$ cat config.mk
export PLATFORM = sky130hd
export DESIGN_NAME = gio_pair
export DESIGN_NICKNAME = d
export VERILOG_FILES = /design/src/gio_pkg.sv /design/src/gio_pair.sv
export VERILOG_INCLUDE_DIRS = /design/src
export SDC_FILE = /design/constraint.sdc
export NUM_CORES = 1
export LEC_CHECK = 0
export ABC_AREA = 1
export CAP_MARGIN = 0
export CORE_MARGIN = 1
export CORE_UTILIZATION = 67
export DETAILED_ROUTE_END_ITERATION = 10
export DONT_BUFFER_PORTS = 1
export PLACE_DENSITY = 0.83
export SYNTH_ARGS = -nofsm -noshare
export SYNTH_HDL_FRONTEND = slang
export SYNTH_SLANG_ARGS = --single-unit
$ cat constraint.sdc
create_clock -name clk -period 2.8 [get_ports clk]
set_clock_uncertainty 0.05 [all_clocks]
set_input_delay 0.28 -clock clk [delete_from_list [all_inputs] [get_ports clk]]
set_output_delay 0.28 -clock clk [all_outputs]
set_load 0.02 [all_outputs]
$ cat src/gio_defs.svh
/*
 * Offsets, field positions, reset values and event layout of the
 * general-purpose line pair. Assumes the bus fabric decodes the
 * block's region and presents byte offsets in the low address bits.
 */
`ifndef GIO_DEFS_SVH
`define GIO_DEFS_SVH

// Register byte offsets within the block's window
`define GIO_CTRL_OFS      8'hfc
`define GIO_EVT_SET_OFS   8'h80
`define GIO_EVT_CLR_OFS   8'h84
`define GIO_MASK_SET_OFS  8'h88
`define GIO_MASK_CLR_OFS  8'h8c

// Control register field positions for line A; line B sits one stride up
`define GIO_DATA_BIT      16
`define GIO_OE_BIT        20
`define GIO_INV_BIT       21
`define GIO_IE_BIT        23
`define GIO_LINE_STRIDE   8

// Reset values
`define GIO_CTRL_RESET    32'h0000_0000
`define GIO_EVT_RESET     2'h0
`define GIO_MASK_RESET    2'h0

// Event register: bit 0 is the line A change, bit 1 the line B change
`define GIO_EVT_LINE_A    0
`define GIO_EVT_LINE_B    1

`endif

$ cat src/gio_pkg.sv
/*
 * Types shared by the general-purpose line pair: bus phase states and
 * the packed state record of the block. Assumes gio_defs.svh is in the
 * include path.
 */
`default_nettype none

package gio_pkg;

   // Data phase of the register bus
   typedef enum logic [1:0] {
      BUS_IDLE,
      BUS_WRITE,
      BUS_READ
   } gio_bus_e;

   // Whole state of the block, one record
   typedef struct packed {
      gio_bus_e    bus;
      logic [7:0]  addr;
      logic [1:0]  data_q;
      logic [1:0]  oe;
      logic [1:0]  inv;
      logic [1:0]  ie;
      logic [1:0]  sync1;
      logic [1:0]  sync2;
      logic [1:0]  prev;
      logic [1:0]  evt;
      logic [1:0]  mask;
      logic [1:0]  pin_out;
      logic        hreadyout;
      logic        hresp;
      logic [31:0] hrdata;
      logic        irq;
   } gio_state_s;

endpackage : gio_pkg

`default_nettype wire

$ cat src/gio_pair.sv
/*
 * Control and status logic for two internally routed general-purpose
 * lines, reached as an AHB-Lite slave. Holds the control register, a
 * set/clear interrupt event register and a set/clear mask register,
 * and drives one level interrupt.
 * Assumes: single-word transfers only, hsel decoded by the fabric,
 * line inputs asynchronous to clk, the pad or wiring outside resolves
 * each line from its output enable.
 */
// Implementation choice: register access over AHB-Lite.
`default_nettype none

`include "gio_defs.svh"

module gio_pair
   import gio_pkg::*;
(
   // Clock and reset
   input  wire logic        clk,
   input  wire logic        resetn,
   // AHB-Lite slave
   input  wire logic        hsel,
   input  wire logic [31:0] haddr,
   input  wire logic [1:0]  htrans,
   input  wire logic        hwrite,
   input  wire logic [2:0]  hsize,
   input  wire logic [31:0] hwdata,
   input  wire logic        hready,
   output var  logic        hreadyout,
   output var  logic        hresp,
   output var  logic [31:0] hrdata,
   // Internal line A (three-signal two-way line)
   input  wire logic        aux_io_line_a_in,
   output var  logic        aux_io_line_a_out,
   output var  logic        aux_io_line_a_oe,
   // Internal line B (three-signal two-way line)
   input  wire logic        aux_io_line_b_in,
   output var  logic        aux_io_line_b_out,
   output var  logic        aux_io_line_b_oe,
   // Interrupt
   output var  logic        irq
);

   // Width of the event and mask registers, one bit per line
   localparam int unsigned NUM_LINES = 2;

   gio_state_s st;
   gio_state_s next_st;

   logic [1:0]  sw_evt_set;
   logic [1:0]  sw_evt_clr;
   logic [1:0]  hw_evt_set;
   logic        take;

   // Bit position of a control field for a given line
   function automatic int unsigned fpos(input int unsigned base, input int unsigned line);
      fpos = base + line * `GIO_LINE_STRIDE;
   endfunction : fpos

   // Control register image: reserved positions stay zero
   function automatic logic [31:0] ctrl_word(input gio_state_s s);
      logic [31:0] w;
      w = `GIO_CTRL_RESET;
      for (int unsigned i = 0; i < NUM_LINES; i++)
      begin
         // Logical input value, after polarity handling
         w[fpos(`GIO_DATA_BIT, i)] = s.sync2[i] ^ s.inv[i];
         w[fpos(`GIO_OE_BIT, i)]   = s.oe[i];
         w[fpos(`GIO_INV_BIT, i)]  = s.inv[i];
         w[fpos(`GIO_IE_BIT, i)]   = s.ie[i];
      end
      ctrl_word = w;
   endfunction : ctrl_word

   // Read multiplexer for all offsets; unmapped offsets read zero
   function automatic logic [31:0] read_word(input gio_state_s s);
      logic [31:0] w;
      w = 32'h0000_0000;
      case (s.addr)
         `GIO_CTRL_OFS:
         begin
            w = ctrl_word(s);
         end
         `GIO_EVT_SET_OFS:
         begin
            w[1:0] = s.evt;
         end
         `GIO_EVT_CLR_OFS:
         begin
            w[1:0] = s.evt & s.mask;
         end
         `GIO_MASK_SET_OFS,
         `GIO_MASK_CLR_OFS:
         begin
            w[1:0] = s.mask;
         end
         default:
         begin
            w = 32'h0000_0000;
         end
      endcase
      read_word = w;
   endfunction : read_word

   // Address phase is taken only when the bus is ready and the transfer is real
   assign take = hsel & htrans[1] & hready;

   // Software set and clear strobes for the event register
   always_comb
   begin
      sw_evt_set = 2'h0;
      sw_evt_clr = 2'h0;
      if (st.bus == BUS_WRITE)
      begin
         if (st.addr == `GIO_EVT_SET_OFS)
         begin
            sw_evt_set = hwdata[1:0];
         end
         if (st.addr == `GIO_EVT_CLR_OFS)
         begin
            sw_evt_clr = hwdata[1:0];
         end
      end
   end

   // Level change on a synchronised line, gated by its enable
   always_comb
   begin
      hw_evt_set = 2'h0;
      for (int unsigned i = 0; i < NUM_LINES; i++)
      begin
         // Either direction of change counts once
         hw_evt_set[i] = (st.sync2[i] != st.prev[i]) & st.ie[i];
      end
   end

   // Next state of the whole block
   always_comb
   begin
      next_st = st;

      // Two-stage synchroniser, then one stage of history for change detect
      next_st.sync1 = {aux_io_line_b_in, aux_io_line_a_in};
      next_st.sync2 = st.sync1;
      next_st.prev  = st.sync2;

      // Response is always OKAY
      next_st.hresp = 1'b0;

      // Write data phase: apply hwdata to the addressed register
      if (st.bus == BUS_WRITE)
      begin
         case (st.addr)
            `GIO_CTRL_OFS:
            begin
               for (int unsigned i = 0; i < NUM_LINES; i++)
               begin
                  // Only the defined fields are stored; the rest is dropped
                  next_st.data_q[i] = hwdata[fpos(`GIO_DATA_BIT, i)];
                  next_st.oe[i]     = hwdata[fpos(`GIO_OE_BIT, i)];
                  next_st.inv[i]    = hwdata[fpos(`GIO_INV_BIT, i)];
                  next_st.ie[i]     = hwdata[fpos(`GIO_IE_BIT, i)];
               end
            end
            `GIO_MASK_SET_OFS:
            begin
               next_st.mask = st.mask | hwdata[1:0];
            end
            `GIO_MASK_CLR_OFS:
            begin
               next_st.mask = st.mask & ~hwdata[1:0];
            end
            default:
            begin
               next_st.mask = st.mask;
            end
         endcase
      end

      // Sticky events: a hardware set in the clearing cycle is kept
      next_st.evt = (st.evt & ~sw_evt_clr) | sw_evt_set | hw_evt_set;

      // Bus phase sequencing
      case (st.bus)
         BUS_READ:
         begin
            // One wait state, so writes just before are visible
            next_st.hrdata    = read_word(st);
            next_st.hreadyout = 1'b1;
            next_st.bus       = BUS_IDLE;
         end
         BUS_IDLE,
         BUS_WRITE:
         begin
            next_st.hreadyout = 1'b1;
            if (take)
            begin
               next_st.addr = haddr[7:0];
               if (hwrite)
               begin
                  next_st.bus = BUS_WRITE;
               end
               else
               begin
                  next_st.bus       = BUS_READ;
                  next_st.hreadyout = 1'b0;
               end
            end
            else
            begin
               next_st.bus = BUS_IDLE;
            end
         end
         default:
         begin
            next_st.bus       = BUS_IDLE;
            next_st.hreadyout = 1'b1;
         end
      endcase

      // Line drive: stored value through the polarity control
      for (int unsigned i = 0; i < NUM_LINES; i++)
      begin
         next_st.pin_out[i] = next_st.data_q[i] ^ next_st.inv[i];
      end

      // Level interrupt from unmasked events
      next_st.irq = |(next_st.evt & next_st.mask);
   end

   // State register; synchronous reset clears every control bit
   always_ff @(posedge clk)
   begin
      if (!resetn)
      begin
         st           <= '0;
         st.bus       <= BUS_IDLE;
         st.evt       <= `GIO_EVT_RESET;
         st.mask      <= `GIO_MASK_RESET;
         st.hreadyout <= 1'b1;
      end
      else
      begin
         st <= next_st;
      end
   end

   // Bus outputs straight from the state register
   assign hreadyout = st.hreadyout;
   assign hresp     = st.hresp;
   assign hrdata    = st.hrdata;

   // Line outputs stay inside the chip; enables gate the drive
   assign aux_io_line_a_out = st.pin_out[`GIO_EVT_LINE_A];
   assign aux_io_line_a_oe  = st.oe[`GIO_EVT_LINE_A];
   assign aux_io_line_b_out = st.pin_out[`GIO_EVT_LINE_B];
   assign aux_io_line_b_oe  = st.oe[`GIO_EVT_LINE_B];

   // Interrupt output
   assign irq = st.irq;

endmodule : gio_pair

`default_nettype wire

==> results.ini <==
[yosys]
ys_seq_area_share_pct=41.8
synth.largest_area_cell=dfxtp_1
ys_seq_elements=42
yosys.area.top_type_share_pct=41.8
synthTopCellsByCount=nand2_1 (50), dfxtp_1 (42), buf_4 (34)
synth_enable_flop_cells=0
synthFlopType=dfxtp_1
syn-instance-count=271
syn_area_mm2=0.00201
netlist_top_cells_area=dfxtp_1 (42%), buf_4 (13%), nand2_1 (9.3%)
yosysMostFrequentCell=nand2_1
yosys_warnings=0
async_flop_share_pct=0
syn_area_per_cell_um2=7.42
ys_types=24

[clocking]
cts_resized=0
cts-root-buf=clkbuf_4
clk_pin_slew_ps=120
h-tree-depth=2
clock_latency_ps=350
cts_max_path_buffers=2
tritoncts=yes
cts.sinks=42
cts_inserted_buffers=5

[die]
core_area_mm2=0.00281
die_height_um=56.8
num_rows=19
dieArea_mm2=0.00322
boundaryPins=115
initial_utilization_pct=71.7
die_w_um=56.8

[critical_path]
startpoint=resetn
start_kind=primary input
r2r_slack_ps=1350
reg2reg_depth=7
crit_cells=4
cp_slowest_cell=dlygate4sd3_1
crit_type=primary input to flop
crit_family=buffers and inverters
worstPathArrival_ps=1780
crit_chain=dlygate4sd3_1 > nand2_1 > dlygate4sd3_1 > inv_1
cp_max_fo=18
r2r-end=aux_io_line_a_out$_SDFF_PN0_
crit_path_end=next_st[44]$_SDFF_PN0_
cp_slowest_stage_delay_ps=810
cpMostUsedCell=dlygate4sd3_1
cp-end-kind=flop
required_ps=3050
path_buf_inv=3
rr_startpoint=st[58]$_SDFFE_PN0P_

[grt]
grt_pass1_wl_um=5770
grt_remaining_overflow=0
track_usage_pct=23.7
grt_max_degree=21
antenna_found_initial=0
grt_pass1_vias=1339

[status]
status=complete, but fails checks
violations=design-rule violations

[route]
dr_total_vias=1544
drc_errors=7
first_pass_iters=7
vias_per_cell=5.18
first_iter_violations=64
wl_per_cell_um=11.8
wl_um=3520
final_antenna_net_count=0

[placed_design]
io_buffers=0
place_ws_ps=1380
hpwl_um=2380
postPlaceCellArea_mm2=0.00185
gp_congestion=0.825

[timing]
post-route-min-period_ps=1530
rsz0062_at_grt=no
period_share_pct=54.6
slew_viol_final=0
tns_ps=0
hold_viol=0
fmax_mhz=654
layout_setup_ws_ps=1270
setup_violations=0

[finish]
area_growth_pct=-0.809
drive_above_1_share_pct=9.74
postLayoutCellArea_mm2=0.00199
diodes=0
nets=343

[pwr]
power_leakage_nw=0.908
powerDensity_mw_per_mm2=550
peakVddDrop_uv=345

[hold_path]
hold_class=primary input to flop

[job]
maxCapViolCount=0

==> where the power goes <==
group | internal [mW] | switching (mW) | total [mW]
Clock | 0.208 | 0.185 | 0.392
Sequential | 0.610 | 0.0121 | 0.622
Combinational | 0.0195 | 0.0631 | 0.0825
==> sequential cells by signal, summed over array words and instances (netlist names) <==
register / flops
next_st: 4
aux_io_line_b_oe: 1
hrdata: 10
st: 22
irq: 1
aux_io_line_a_oe: 1
aux_io_line_b_out: 1
aux_io_line_a_out: 1
hreadyout: 1
==> metrics by stage <==
step | std cells | hold WS [ps] | util [%] | power (mW)
6_report | 298 | 4.53 | 71.1 | 1.10
5_1_grt | 298 | 2.52 | 71.1 | 1.14
4_1_cts | 297 | 1.53 | 70.7 | 1.10
3_5_place_dp | 285 | 319 | 66.1 | 0.707
3_3_place_gp | 285 | 320 | 66.1 | 0.705
2_1_floorplan | 293 | 314 | - | 0.730
==> cell families (layout without fill, tap and decap cells) <==
family	count (synthesis)	count (layout)	synth area share [%]
AND/OR/NAND/NOR	109	109	25.2
AO/OA/AOI/OAI	46	46	11.9
XOR/XNOR	2	2	0.871
other	1	23	0.187
buffers and inverters	71	45	20.0
flip-flops	42	42	41.8
==> worst min path at each step <==
stage          startpoint                   to  slack [ps]  cells after the start
2_1_floorplan      hwrite    st[64]$_SDFF_PN0_         310                      1
3_5_place_dp       hwrite    st[64]$_SDFF_PN0_         320                      1
5_1_grt            resetn  st[60]$_SDFFE_PN0P_           3                      2
6_report           resetn  st[59]$_SDFFE_PN0P_           5                      2
4_1_cts            resetn  st[59]$_SDFFE_PN0P_           2                      2
3_3_place_gp       hwrite    st[64]$_SDFF_PN0_         320                      1
==> repair_timing <==
| action | in CTS | in global routing |
|---|---|---|
| hold endpoints to repair | 14 | 3 |
| hold buffers | 5 | 1 |
| buffers inserted | 0 | 0 |
==> layout by cell type, fill, tap and decap left out <==
| cell type | Yosys | final |
|---|---|---|
| a31oi_1 | 1 | 1 |
| buf_4 | 34 | 1 |
| nor2_1 | 26 | 26 |
| o21ai_1 | 1 | 1 |
| clkbuf_4 | 0 | 5 |
| nand2_2 | 8 | 8 |
| nor2_8 | 1 | 1 |
| nand4_1 | 5 | 5 |
| inv_2 | 4 | 4 |
| nor2_4 | 1 | 1 |
| dlygate4sd3_1 | 0 | 6 |
| xor2_1 | 2 | 2 |
| nand3_1 | 14 | 14 |
| bufinv_16 | 0 | 1 |
| o21ai_0 | 17 | 17 |
| a21oi_1 | 25 | 25 |
| dfxtp_1 | 42 | 42 |
| nand2_1 | 50 | 50 |
| clkbuf_8 | 0 | 1 |
| o21ai_2 | 2 | 2 |
| nand3b_1 | 2 | 2 |
| inv_1 | 27 | 27 |
| nor2_2 | 1 | 1 |
| conb_1 | 1 | 23 |
| nand3_4 | 1 | 1 |
==> area by class of cell <==
cell class | instances | area [µm²]
fillers | 253 | 811
clock inverters | 1 | 30.0
flip-flops and latches | 42 | 841
well taps | 31 | 38.8
repair buffers | 7 | 67.6
inverters | 31 | 116
multi-input cells | 180 | 850
clock buffers | 6 | 51.3
==> worst reg2reg max path, cell delays in order, from the launching register on <==
cell and delay [ps]:
dfxtp_1 450, nand2_2 120, nor2_8 170, nand3_4 190, o21ai_2 210, nand2_1 70
nand2_1 50, nor2_1 40
==> layer usage <==
metal / vias up / GRT usage, % / wire, µm
met5: - / 0 / 0
met4: 0 / 8.71 / 50
met3: 7 / 8.99 / 301
met2: 67 / 38.8 / 1610
met1: 683 / 28.3 / 1550
li1: 787 / - / -
Power figures use the tool's default switching activity.
